File: src/seq_select_defs.svh
// Constants for the conversion sequence selector.
// Operation
// - Any subset of four channels, none to all, may form one sequence.
// - Selected channels convert in ascending order, unselected ones are skipped.
// - A channel joins when its pin or mask bit is one at start rise.
// - Source select steers a mux between select pins and the mask register.
// - Mux output is latched at start and held until the sequence ends.
// - Mask bit 0 is channel 1 up to bit 3 for channel 4, lines 0-3.
// - Low lines are register inputs while read high, chip select and write low.
// - The mask register captures the low lines on the write strobe rising edge.
// - Ten/five volt bipolar variant codes results as 12-bit twos complement.
// - Unipolar variant codes results as 12-bit straight binary.
// - Two and a half volt bipolar variant codes results as twos complement.
// - Source select low picks the pins, high picks the mask register.
// - Sequence active rises on the start edge and stays high until sequence end.
`ifndef SEQ_SELECT_DEFS_SVH
`define SEQ_SELECT_DEFS_SVH
`define NUM_CHANNELS 4
`define RESULT_W 12
`define CHAN_IDX_W 2
`define CLK_PERIOD_NS 4
`define CONV_TIME_NS 1650
`define CONV_CYCLES ((`CONV_TIME_NS + `CLK_PERIOD_NS - 1) / `CLK_PERIOD_NS)
`define CONV_CNT_W 9
`define MASK_RESET 4'h0
`define SIGN_BIT 11
`endif

File: src/seq_select_pkg.sv
// Types shared by the conversion sequence selector.
package seq_select_pkg;
    typedef enum {coding_twos_comp, coding_straight} coding_type;
    typedef struct packed {
        logic cs_n;
        logic rd_n;
        logic wr_n;
        logic start_n;
        logic source_select;
        logic [3:0] picks;
        logic [3:0] bus;
    } pins_type;
    typedef struct packed {
        logic [1:0] channel;
        logic [11:0] code;
    } result_type;
endpackage : seq_select_pkg
File: src/channel_picker.sv
// Finds the lowest selected channel at or above a starting index.
`timescale 1ns/1ns
`default_nettype none
`include "seq_select_defs.svh"
module channel_picker #(
    parameter int N = `NUM_CHANNELS
) (
    input wire logic [N-1:0] mask,
    input wire logic [$clog2(N)-1:0] from_idx,
    output logic found,
    output logic [$clog2(N)-1:0] pick_idx
);
    logic [N-1:0] eligible;

    if (N < 2) begin : g_bad_n
        $error("channel_picker needs at least two channels");
    end

    genvar g;
    generate
        for (g = 0; g < N; g++) begin : g_elig
            assign eligible[g] = mask[g] && (g >= int'(from_idx));
        end
    endgenerate

    // Scanning downward leaves the lowest eligible index, giving ascending order.
    always_comb begin
        found = 1'b0;
        pick_idx = '0;
        for (int i = N - 1; i >= 0; i--) begin
            if (eligible[i]) begin
                found = 1'b1;
                pick_idx = i[$clog2(N)-1:0];
            end
        end
    end
endmodule : channel_picker
`default_nettype wire

File: src/seq_select.sv
// Conversion sequence selector: channel mask register, start latch and sequencer.
`timescale 1ns/1ns
`default_nettype none
`include "seq_select_defs.svh"
module seq_select #(
    parameter seq_select_pkg::coding_type CODING = seq_select_pkg::coding_twos_comp,
    parameter int NUM_CHANNELS = `NUM_CHANNELS
) (
    input wire logic core_clk,
    input wire logic nrst,
    input wire logic chip_select_n,
    input wire logic read_strobe_n,
    input wire logic write_strobe_n,
    input wire logic conversion_start_n,
    input wire logic source_select,
    input wire logic [3:0] hw_channel_pick,
    input wire logic [3:0] bus_line_in,
    input wire logic [`RESULT_W-1:0] sar_result,
    output logic sequence_active,
    output logic [3:0] latched_selection,
    output logic [3:0] sequence_channel_mask,
    output logic [`CHAN_IDX_W-1:0] converting_channel,
    output logic result_valid,
    output logic [`CHAN_IDX_W-1:0] result_channel,
    output logic [`RESULT_W-1:0] result_code
);
    // The index width and the 4-bit ports are fixed, so other counts are refused at elaboration.
    if (NUM_CHANNELS != `NUM_CHANNELS) begin : g_bad_channels
        $error("seq_select serves exactly four channels");
    end
    if (`CONV_CYCLES > (1 << `CONV_CNT_W)) begin : g_bad_count
        $error("conversion counter too narrow");
    end

    typedef enum {st_idle, st_convert} state_type;

    logic [1:0] rst_sync_q;
    logic rst_n;
    seq_select_pkg::pins_type pins_raw;
    seq_select_pkg::pins_type meta_q;
    seq_select_pkg::pins_type pins_q;
    logic wr_prev_q;
    logic start_prev_q;
    logic window_q, window_d;
    logic [3:0] hold_q, hold_d;
    logic [3:0] mask_q, mask_d;
    logic [3:0] sel_q, sel_d;
    state_type state_q, state_d;
    logic busy_q, busy_d;
    logic [`CHAN_IDX_W-1:0] chan_q, chan_d;
    logic [`CONV_CNT_W-1:0] cnt_q, cnt_d;
    logic valid_q, valid_d;
    seq_select_pkg::result_type res_q, res_d;
    logic [3:0] mux_sel;
    logic first_found, next_found;
    logic [`CHAN_IDX_W-1:0] first_idx, next_idx, next_from;
    logic last_chan;

    // Reset is released through two flops so all state leaves reset on one edge.
    always_ff @(posedge core_clk or negedge nrst) begin
        if (!nrst) begin
            rst_sync_q <= 2'h0;
        end else begin
            rst_sync_q <= {rst_sync_q[0], 1'b1};
        end
    end
    assign rst_n = rst_sync_q[1];

    always_comb begin
        pins_raw.cs_n = chip_select_n;
        pins_raw.rd_n = read_strobe_n;
        pins_raw.wr_n = write_strobe_n;
        pins_raw.start_n = conversion_start_n;
        pins_raw.source_select = source_select;
        pins_raw.picks = hw_channel_pick;
        pins_raw.bus = bus_line_in;
    end

    // Pins are asynchronous to core_clk, so each passes two flops first.
    always_ff @(posedge core_clk or negedge rst_n) begin
        if (!rst_n) begin
            meta_q <= '{cs_n: 1'b1, rd_n: 1'b1, wr_n: 1'b1, start_n: 1'b1, default: '0};
            pins_q <= '{cs_n: 1'b1, rd_n: 1'b1, wr_n: 1'b1, start_n: 1'b1, default: '0};
            wr_prev_q <= 1'b1;
            start_prev_q <= 1'b1;
        end else begin
            meta_q <= pins_raw;
            pins_q <= meta_q;
            wr_prev_q <= pins_q.wr_n;
            start_prev_q <= pins_q.start_n;
        end
    end

    // Register write path.
    always_comb begin
        window_d = window_q;
        hold_d = hold_q;
        mask_d = mask_q;
        // The lines are inputs only while read is high and chip select, write are low.
        if (!pins_q.cs_n && !pins_q.wr_n && pins_q.rd_n) begin
            window_d = 1'b1;
            hold_d = pins_q.bus;
        end else if (!pins_q.wr_n) begin
            window_d = 1'b0;
        end
        // The value seen last before the strobe rises is the one kept.
        if (pins_q.wr_n && !wr_prev_q) begin
            window_d = 1'b0;
            if (window_q) begin
                mask_d = hold_q;
            end
        end
    end

    always_ff @(posedge core_clk or negedge rst_n) begin
        if (!rst_n) begin
            window_q <= 1'b0;
            hold_q <= `MASK_RESET;
            mask_q <= `MASK_RESET;
        end else begin
            window_q <= window_d;
            hold_q <= hold_d;
            mask_q <= mask_d;
        end
    end

    // Low source select takes the pins, high takes the register.
    assign mux_sel = pins_q.source_select ? mask_q : pins_q.picks;

    assign next_from = chan_q + 2'(1);
    assign last_chan = (chan_q == `CHAN_IDX_W'(NUM_CHANNELS - 1));

    channel_picker #(
        .N(NUM_CHANNELS)
    ) u_first (
        .mask(mux_sel),
        .from_idx(`CHAN_IDX_W'(0)),
        .found(first_found),
        .pick_idx(first_idx)
    );

    channel_picker #(
        .N(NUM_CHANNELS)
    ) u_next (
        .mask(sel_q),
        .from_idx(next_from),
        .found(next_found),
        .pick_idx(next_idx)
    );

    // Sequencer. Starts arriving while a sequence runs are ignored.
    always_comb begin
        state_d = state_q;
        busy_d = busy_q;
        sel_d = sel_q;
        chan_d = chan_q;
        cnt_d = cnt_q;
        valid_d = 1'b0;
        res_d = res_q;
        unique case (state_q)
            st_idle: begin
                busy_d = 1'b0;
                if (pins_q.start_n && !start_prev_q) begin
                    sel_d = mux_sel;
                    busy_d = 1'b1;
                    // An empty selection still shows one cycle of activity.
                    if (first_found) begin
                        state_d = st_convert;
                        chan_d = first_idx;
                        cnt_d = '0;
                    end
                end
            end
            st_convert: begin
                if (cnt_q == `CONV_CNT_W'(`CONV_CYCLES - 1)) begin
                    valid_d = 1'b1;
                    res_d.channel = chan_q;
                    // The core delivers offset binary; flipping the sign bit gives twos complement.
                    if (CODING == seq_select_pkg::coding_twos_comp) begin
                        res_d.code = sar_result ^ (`RESULT_W'(1) << `SIGN_BIT);
                    end else begin
                        res_d.code = sar_result;
                    end
                    cnt_d = '0;
                    if (!last_chan && next_found) begin
                        chan_d = next_idx;
                    end else begin
                        state_d = st_idle;
                        busy_d = 1'b0;
                    end
                end else begin
                    cnt_d = cnt_q + `CONV_CNT_W'(1);
                end
            end
        endcase
    end

    always_ff @(posedge core_clk or negedge rst_n) begin
        if (!rst_n) begin
            state_q <= st_idle;
            busy_q <= 1'b0;
            sel_q <= `MASK_RESET;
            chan_q <= '0;
            cnt_q <= '0;
            valid_q <= 1'b0;
            res_q <= '0;
        end else begin
            state_q <= state_d;
            busy_q <= busy_d;
            sel_q <= sel_d;
            chan_q <= chan_d;
            cnt_q <= cnt_d;
            valid_q <= valid_d;
            res_q <= res_d;
        end
    end

    assign sequence_active = busy_q;
    assign latched_selection = sel_q;
    assign sequence_channel_mask = mask_q;
    assign converting_channel = chan_q;
    assign result_valid = valid_q;
    assign result_channel = res_q.channel;
    assign result_code = res_q.code;
endmodule : seq_select
`default_nettype wire

File: config.mk
export PLATFORM = sky130hd
export DESIGN_NAME = seq_select
export DESIGN_NICKNAME = d
export VERILOG_FILES = /design/src/seq_select_pkg.sv /design/src/channel_picker.sv /design/src/seq_select.sv
export VERILOG_INCLUDE_DIRS = /design/src
export SDC_FILE = /design/constraint.sdc
export NUM_CORES = 1
export LEC_CHECK = 0
export BUFFER_PORTS_ARGS = -buffer_cell sky130_fd_sc_hd__buf_2
export CORE_ASPECT_RATIO = 0.7
export CORE_MARGIN = 3
export CORE_UTILIZATION = 40
export CTS_CLUSTER_DIAMETER = 60
export DETAILED_ROUTE_END_ITERATION = 10
export PLACE_DENSITY = 0.59
export SLEW_MARGIN = 20
export SYNTH_ARGS = -nofsm -noshare
export SYNTH_HDL_FRONTEND = slang
export SYNTH_SLANG_ARGS = --single-unit
File: constraint.sdc
create_clock -name core_clk -period 5.55 [get_ports core_clk]
set_clock_uncertainty 0.2 [all_clocks]
set_input_delay 0 -clock core_clk [delete_from_list [all_inputs] [get_ports core_clk]]
set_output_delay 0 -clock core_clk [all_outputs]
set_load 0.01 [all_outputs]
After elaboration in Yosys (flattened, before gate mapping). Index checks and enable logic that the tools add are counted.

Reductions and logical operators: 21. Equality and inequality tests: 9. Multiply operators: 0. Shift-type cells: 0. Muxes and demuxes: 40. Magnitude comparators: 3. Divide/modulo/power cells: 0. Bitwise gates (word level): 1. $add $sub $neg: 2.

Operator list (count): $mux W32 (4); $pmux W32 S2 (1); $eq A32 B1 Y1 const B (1); $logic_not A32 Y1 (1); $mux W9 (3); $mux W2 (12); $pmux W9 S2 (1); $mux W1 (16); $ne A2 B2 Y1 const B (5); $reduce_and A2 Y1 (5); $add A9 B1 Y9 const B (1); $eq A9 B9 Y1 const B (1); $logic_and A1 B1 Y1 (8); $reduce_and A4 Y1 (2); $logic_not A1 Y1 (5); $ge A1 B2 Y1 const A (2); $mux W4 (1); $pmux W2 S2 (1); $ne A3 B1 Y1 const B (1); $add A2 B1 Y2 const B (1); $eq A2 B2 Y1 const B (1); $ge A2 B2 Y1 const A (1); $pmux W1 S2 (1); $not A1 Y1 (1).

Output and inout bits: 26. RAM bits: 0. Latch bits: 0. Register bits after elaboration: 102. Memories kept: 0. Bits in read-only memories: 0.

Logic depth before layout (Yosys ltp). Gate-level depths: netlist (run 1).

Depth after elaboration: 10. Depth in mapped cells: 7. Mapped depth without buffers: 6.

By module. From an unflattened synthesis (run 1), not the netlist that was laid out.

Cells, all modules: 207. Area, all modules: 2822.7 µm².

By module, submodules not included: seq_select (area an instance 2665.1 µm², times used 1, cells an instance 177); channel_picker (area an instance 78.8 µm², times used 2, cells an instance 15).

Least setup slack after synthesis (run 1). Ideal clock, no wire load.

Kind: flip-flop to flip-flop. Start point: register cnt_q[0]. End point: register chan_q[1], in the netlist converting_channel[1]. Stages on the path, launching flop included: 7. Data required time: 5.225 ns. Arrival time: 1.571 ns. Slack: 3.654 ns. Library setup time: 0.125 ns. Cells stage by stage: dfrtp_1 inv_1 ha_1 nor3b_2 nand4_4 o22a_1 mux2_4.

Longest elaborated chain between the ends: 3.

RTL lines: start: declaration (line seq_select.sv:51) `` logic [`CONV_CNT_W-1:0] cnt_q, cnt_d; ``; start signal: assignment (line seq_select.sv:212) `cnt_q <= cnt_d;`; $eq A9 B9 Y1 (line seq_select.sv:175) `` if (cnt_q == `CONV_CNT_W'(`CONV_CYCLES - 1)) begin ``; $ne A2 B2 Y1 (no source line); $reduce_and A4 Y1 (no source line); end signal: assignment (line seq_select.sv:211) `chan_q <= chan_d;`; end: declaration (line seq_select.sv:50) `` logic [`CHAN_IDX_W-1:0] chan_q, chan_d; ``.

Every way passes these cells. A chain may end at the register's enable or synchronous reset.

Worst setup path in the final report (run 1).
Start point: register cnt_q[0]. End point: register cnt_q[5].

Longest elaborated chain between the ends: 3. Elaborated cells between the ends (all ways): 4. Classes of those cells: add/sub (1); eq/ne (1); mux (2).

RTL lines: $add A9 B1 Y9 / $eq A9 B9 Y1 (equally long branches) (line seq_select.sv:192, seq_select.sv:175); $mux W9 * (line seq_select.sv:175); $pmux W9 S2 * (line seq_select.sv:160) `unique case (state_q)`.

Mark *: on every way between the ends. The rest lies on a longest branch, timed or not.

==> results.cfg, run 1 <==
[worst_setup_path]
cp_num_buf_inv = 1
crit_slowest_cell = a31oi_1
critPathArrivalTime_ps = 2290
crit_family = compound AO/OA/AOI/OAI gates
reg2regPathDepth = 6
start_kind = flop
crit_chain = inv_1 > ha_1 > nor3b_2 > a31oi_1 > o21ai_0 > a31oi_1
crit_type = reg2reg
slowest_delay_ps = 680
crit_cells = 6
cp_max_fo = 12
crit_top_cell = a31oi_1
reg2reg_slack_ps = 3330
endpoint_kind = flop
cp.required_ps = 5620

[placed_design]
io_buffer_count = 52
dp_hpwl_mm = 3.474
post-place-ws_ps = 3334
gp_congestion = 0.7922

[finish]
fillerInstances = 561
drive_gt1_share_pct = 37.50
seq_area_mm2 = 0.001790
area_growth_pct = 29.53
multi_input_area_um2 = 890.9
final_cell_mix = dfrtp_1 (60), buf_2 (52), dlygate4sd3_1 (28)
final_nets = 314
diodes = 0
layout_commonest_cell = dfrtp_1

[clocking]
cts_resized = 0
ctsHtreeMaxLevel = 3
post_cts_buffers = 0
postCtsHoldBufs = 28
cts_root_buf = clkbuf_8
cts_buffers = 9
cts_buffer_depth = 2
cts_tree = done
clk_latency_ps = 340
clkTransAtPathRegs_ps = 90
cts_sinks = 71

[timing]
rsz0062_at_grt = no
period_share_pct = 40.01
max_freq_mhz = 450.4
fin_ws_ps = 3330
hold_viol_final = 0
worst_slew_pin_slew_ps = 863.6
post-route-min-period_ps = 2220
fin_tns_setup_ps = 0
slew_viol_final = 0
finalSetupViolCount = 0
relSlewSlack_pct = 42.16

[yosys]
yosys_warnings = 0
synth.top_cells.by_area = dfrtp_1 (56%), dfstp_2 (9.6%), mux2_2 (8.6%)
syn_area_mm2 = 0.002741
synthFlopType = dfrtp_1
ys_ff_latch = 71
synth_top_area_share_pct = 55.68
synth_nets = 227
synth.distinct_cells = 45
synth_edf_count = 0
syn_avg_cell_area_um2 = 13.99
async_reset_ff_share_pct = 100.0
synthCells = 196
synth-seq-area-share_pct = 65.27
yosysTopAreaCell = dfrtp_1

[die]
io_pins = 53
dieArea_mm2 = 0.007899
die_h_um = 75.27
rows = 24
die_width_um = 104.9
start_util_pct = 42.66
coreArea_mm2 = 0.006426

[run]
cap_violations = 0

[global_route]
grt_pass1_vias = 1759
antenna_found_initial = 0
grt_start_max_net_pins = 57
grt_pass1_wl_mm = 8.956
grt_util_all_layers_pct = 14.90
grt.overflow.total = 0

[detailed_routing]
wl_per_cell_um = 13.60
ant_nets = 0
vias = 1767
drc = 0
drt_iter0_drc = 87
drt_wl_total_mm = 5.155
drtPass1Iterations = 4
vias_per_cell = 4.662

[hold_path]
hold_path.class = reg2async

[pwr]
p_leak_nw = 1.671
cellPowerDensity_mw_per_mm2 = 365.8
peakVddDrop_mv = 0.1678

[run_status]
status = finished clean
kinds of logic after synthesis:
logic type / synth area share (%)
and+or+nand+nor: 9.356
AOI/OAI and AO/OA: 9.905
other: 0.1368
adders and majority gates: 1.826
buffers and inverters: 2.236
muxes: 10.63
xor gates and xnor gates: 0.6391
DFF: 65.27
synth_stat cells, types with 2 or more instances:
cell type,count
and2_1,2
o311a_1,2
xnor2_1,2
dfstp_2,10
inv_1,6
nor3b_1,3
o21ai_0,11
mux2i_1,4
o22a_1,2
mux2_2,21
a31o_2,3
ha_1,4
nor3_1,3
nand3_1,3
and3_1,2
nor2b_1,4
nand2_1,16
a22o_1,2
buf_6,2
a31oi_1,4
a21oi_1,3
a211o_1,2
nand2b_1,3
dfrtp_1,61
report_power, final:
group / switching [mW] / internal, mW
combinational: 0.121 / 0.132
clock: 0.213 / 0.171
sequential: 0.0715 / 0.589
state kept, by name, summed over array words and instances (netlist names), 4 cells and up:
name,cells
meta_q,13
latched_selection,4
hold_q,4
sequence_channel_mask,4
pins_q,13
result_code,12
cnt_q,9
path summary, 6_finish.rpt:
path	end	start
max	cnt_q[5]$_DFFE_PN0P_	cnt_q[0]$_DFFE_PN0P_
min	meta_q[9]$_DFF_PN1_	rst_sync_q[1]$_DFF_PN0_
max reg2reg	cnt_q[5]$_DFFE_PN0P_	cnt_q[0]$_DFFE_PN0P_
min reg2reg	meta_q[9]$_DFF_PN1_	rst_sync_q[1]$_DFF_PN0_
max in group asynchronous	result_code[9]$_DFFE_PN0P_	rst_sync_q[1]$_DFF_PN0_
min in group core_clk	meta_q[10]$_DFF_PN1_	write_strobe_n
metal layers:
layer  vias up  global-route usage [%]  routed length, um
li1        877                       -                  -
met1       833                   21.95               2776
met2        55                   19.62               2053
met3         2                   6.427                318
met4         0                   4.658                  6
met5         -                       0                  0
through the flow:
| step | utilization [%] | instances | power, mW | cell area, um^2 | hold WS (ps) |
|---|---|---|---|---|---|
| 2_1_floorplan | - | 196 | 0.8245 | 2741 | -495.6 |
| 3_3_place_gp | 48.01 | 335 | 0.9060 | 3085 | -413.1 |
| 3_5_place_dp | 48.01 | 335 | 0.9117 | 3085 | -411.6 |
| 4_1_cts | 55.26 | 379 | 1.316 | 3551 | 21.16 |
| 5_1_grt | 55.26 | 379 | 1.382 | 3551 | 39.34 |
| 6_report | 55.26 | 379 | 1.299 | 3551 | 14.60 |
cell type report:
cell class              instances  share of cell area (%)
multi-input cells             114                   25.09
clock buffers                   9                   3.488
well taps                      91                   3.206
inverters                       6                  0.6342
flip-flops and latches         71                   50.42
repair buffers                 81                   15.43
clock inverters                 7                   1.727
No activity file was read; power rests on OpenSTA's default activity.
==> run 2: changes to the inputs <==
--- a/config.mk
+++ b/config.mk
@@ -6,6 +6,7 @@
 export SDC_FILE = /design/constraint.sdc
 export NUM_CORES = 1
 export LEC_CHECK = 0
+export ABC_AREA = 1
 export BUFFER_PORTS_ARGS = -buffer_cell sky130_fd_sc_hd__buf_2
 export CORE_ASPECT_RATIO = 0.7
 export CORE_MARGIN = 3
==> constraint.sdc (replaced) <==
create_clock -name core_clk -period 2.29 [get_ports core_clk]
set_clock_uncertainty 0.2 [all_clocks]
set_input_delay 0 -clock core_clk [delete_from_list [all_inputs] [get_ports core_clk]]
set_output_delay 0 -clock core_clk [all_outputs]
set_load 0.01 [all_outputs]
==> run 2 against run 1 <==
Via count is 14% higher. Largest cell class unchanged. Global-route usage hardly changed. Highest routed layer unchanged. Total power increased to 2.5 times the previous value. Largest power group unchanged.
==> results.cfg, run 2 <==
[clocking]
clkTransAtPathRegs_ps = 80
cts_buffers = 9
cts_tree = done
cts_buffer_depth = 2
clk_latency_ps = 340
cts_resized = 0
ctsHtreeMaxLevel = 3
cts_root_buf = clkbuf_8
cts_sinks = 71

[worst_setup_path]
r2r_start = cnt_q[0]$_DFFE_PN0P_
critPathArrivalTime_ps = 1970
start_kind = flop
endpoint_kind = flop
cp.required_ps = 2320
cp_max_fo = 16
crit_cells = 9
crit_top_cell = nand2_1
crit_type = reg2reg
crit_family = simple AND/OR/NAND/NOR gates
reg2reg_slack_ps = 350
worstReg2RegEnd = result_channel[0]$_DFFE_PN0P_
reg2regPathDepth = 9
crit_slowest_cell = dfrtp_1
slowest_delay_ps = 400
cp_num_buf_inv = 2
crit_chain = inv_1 > ha_1 > nand2_1 > nor2_1 > nand2_2 > nor2_4 > inv_2 > nand2_1 > o21ai_1

[global_route]
grt.overflow.total = 0
grt_pass1_wl_mm = 9.266
grt_pass1_vias = 1982
grt_start_max_net_pins = 34
grt_util_all_layers_pct = 14.89
antenna_found_initial = 0

[yosys]
yosys_warnings = 0
synth.top_cells.by_area = dfrtp_1 (55%), nand2_1 (13%), dfstp_2 (9.4%)
synth_nets = 311
async_reset_ff_share_pct = 100.0
synthFlopType = dfrtp_1
syn_area_mm2 = 0.002781
synth_top_area_share_pct = 54.88
syn_avg_cell_area_um2 = 9.934
synth_most_common_cell = nand2_1
synth_edf_count = 0
synth.distinct_cells = 24
synth-seq-area-share_pct = 64.33
synthCells = 280
yosysTopAreaCell = dfrtp_1
yosys-top-cells-count = nand2_1 (99), dfrtp_1 (61), inv_1 (23)
ys_ff_latch = 71

[detailed_routing]
drt_wl_total_mm = 5.293
vias = 2017
vias_per_cell = 4.328
drc = 0
wl_per_cell_um = 11.36
ant_nets = 0
drt_iter0_drc = 43
drtPass1Iterations = 4

[finish]
final_cell_mix = nand2_1 (99), dfrtp_1 (60), buf_2 (52)
final_nets = 401
seq_area_mm2 = 0.001790
diodes = 0
drive_gt1_share_pct = 28.27
multi_input_area_um2 = 847.1
final_cell_count_no_fill = 466
area_growth_pct = 30.27
fillerInstances = 583
layout_commonest_cell = nand2_1

[timing]
period_share_pct = 84.85
finalSetupViolCount = 0
max_freq_mhz = 514.6
post-route-min-period_ps = 1943
fin_ws_ps = 346.9
slew_viol_final = 0
fin_tns_setup_ps = 0
hold_viol_final = 0
rsz0062_at_grt = no

[die]
io_pins = 53
start_util_pct = 42.88
coreArea_mm2 = 0.006486
rows = 24
die_width_um = 105.7
dieArea_mm2 = 0.008006
die_h_um = 75.77

[placed_design]
place_inst = 422
gp_congestion = 0.8313
io_buffer_count = 52
dp_hpwl_mm = 3.788
post-place-ws_ps = 332.3

[hold_path]
hold_path.class = in2reg
hp-start = conversion_start_n
hold_end = meta_q[9]$_DFF_PN1_
hold_depth = 2

[pwr]
cellPowerDensity_mw_per_mm2 = 897.8
p_leak_nw = 1.898
peakVddDrop_mv = 0.4561
intPower_mw = 2.232
finalPower_mw = 3.253
p_clk_share_pct = 30.9
swShare_pct = 31.40
switchingPower_mw = 1.022
pwr-share-seq_pct = 48.3
pwr-share-comb_pct = 20.8

[run_status]
status = finished clean

[run]
cap_violations = 0
## run 2: changes by cell type after synthesis, sizes merged, moves of 7 or more
| cell | change |
|---|---|
| mux2 | -22 |
| nand3 | +14 |
| inv | +24 |
| nor2 | +13 |
| nand2 | +91 |
| o21ai | +7 |
## run 2: area by class of cell
class	instances	area share [%]
sequential	71	49.41
multi-input combinational	176	23.38
timing repair buffer	82	15.33
clock buffer	9	3.419
inverter	30	3.177
tap	91	3.142
clock inverter	7	2.141
## run 2: cell families after synthesis
family,synth area share [%]
adders and majority gates,1.799
DFF,64.33
buffers and inverters,5.218
and+or+nand+nor,21.55
xor gates and xnor gates,0.9448
other,0.1348
AOI/OAI and AO/OA,6.028
## run 2: worst max-delay path by stage
| stage | start | endpoint | slack, ps |
|---|---|---|---|
| 2_1_floorplan | cnt_q[0]$_DFFE_PN0P_ | result_code[10]$_DFFE_PN0P_ | 670 |
| 3_3_place_gp | cnt_q[0]$_DFFE_PN0P_ | result_channel[0]$_DFFE_PN0P_ | 400 |
| 3_5_place_dp | cnt_q[0]$_DFFE_PN0P_ | result_channel[0]$_DFFE_PN0P_ | 330 |
| 4_1_cts | cnt_q[0]$_DFFE_PN0P_ | result_channel[0]$_DFFE_PN0P_ | 320 |
| 5_1_grt | cnt_q[0]$_DFFE_PN0P_ | result_code[11]$_DFFE_PN0P_ | 90 |
| 6_report | cnt_q[0]$_DFFE_PN0P_ | result_channel[0]$_DFFE_PN0P_ | 350 |
## run 2: through the flow
stage	utilization, %	area [um^2]	hold slack (ps)
6_report	55.86	3623	85.60
5_1_grt	55.86	3623	77.83
4_1_cts	55.86	3623	69.73
3_5_place_dp	48.44	3142	-409.4
3_3_place_gp	48.44	3142	-413.2
2_1_floorplan	-	2783	-495.6
## run 2: worst register-to-register path: stages (launching register included)
cell,delay (ps)
dfrtp_1,400
inv_1,120
ha_1,160
nand2_1,50
nor2_1,140
nand2_2,110
nor2_4,280
inv_2,200
nand2_1,100
o21ai_1,60
## run 2: repair_timing
item | 4_1_cts | 5_1_grt
setup buffers | 0 | 0
endpoints found under the hold margin | 32 | 0
hold buffers | 28 | 0
## run 2: layer usage
metal	up-vias	GRT usage (%)	wire length (um)	share of wire [%]
met5	-	0	0	0
met4	0	3.017	33	0.62
met3	4	6.181	345	6.5
met2	45	21.82	2165	41
met1	916	21.04	2749	52
li1	1052	-	-	-
## run 2: power groups by stage
stage / Combinational [mW] / Clock [mW] / Sequential [mW]
final: 0.676 / 1.00 / 1.57
after global routing: 0.797 / 1.09 / 1.61
after CTS: 0.689 / 1.04 / 1.58
after detailed placement: 0.647 / 0 / 1.60
after global placement: 0.636 / 0 / 1.59
after floorplan: 0.432 / 0 / 1.61
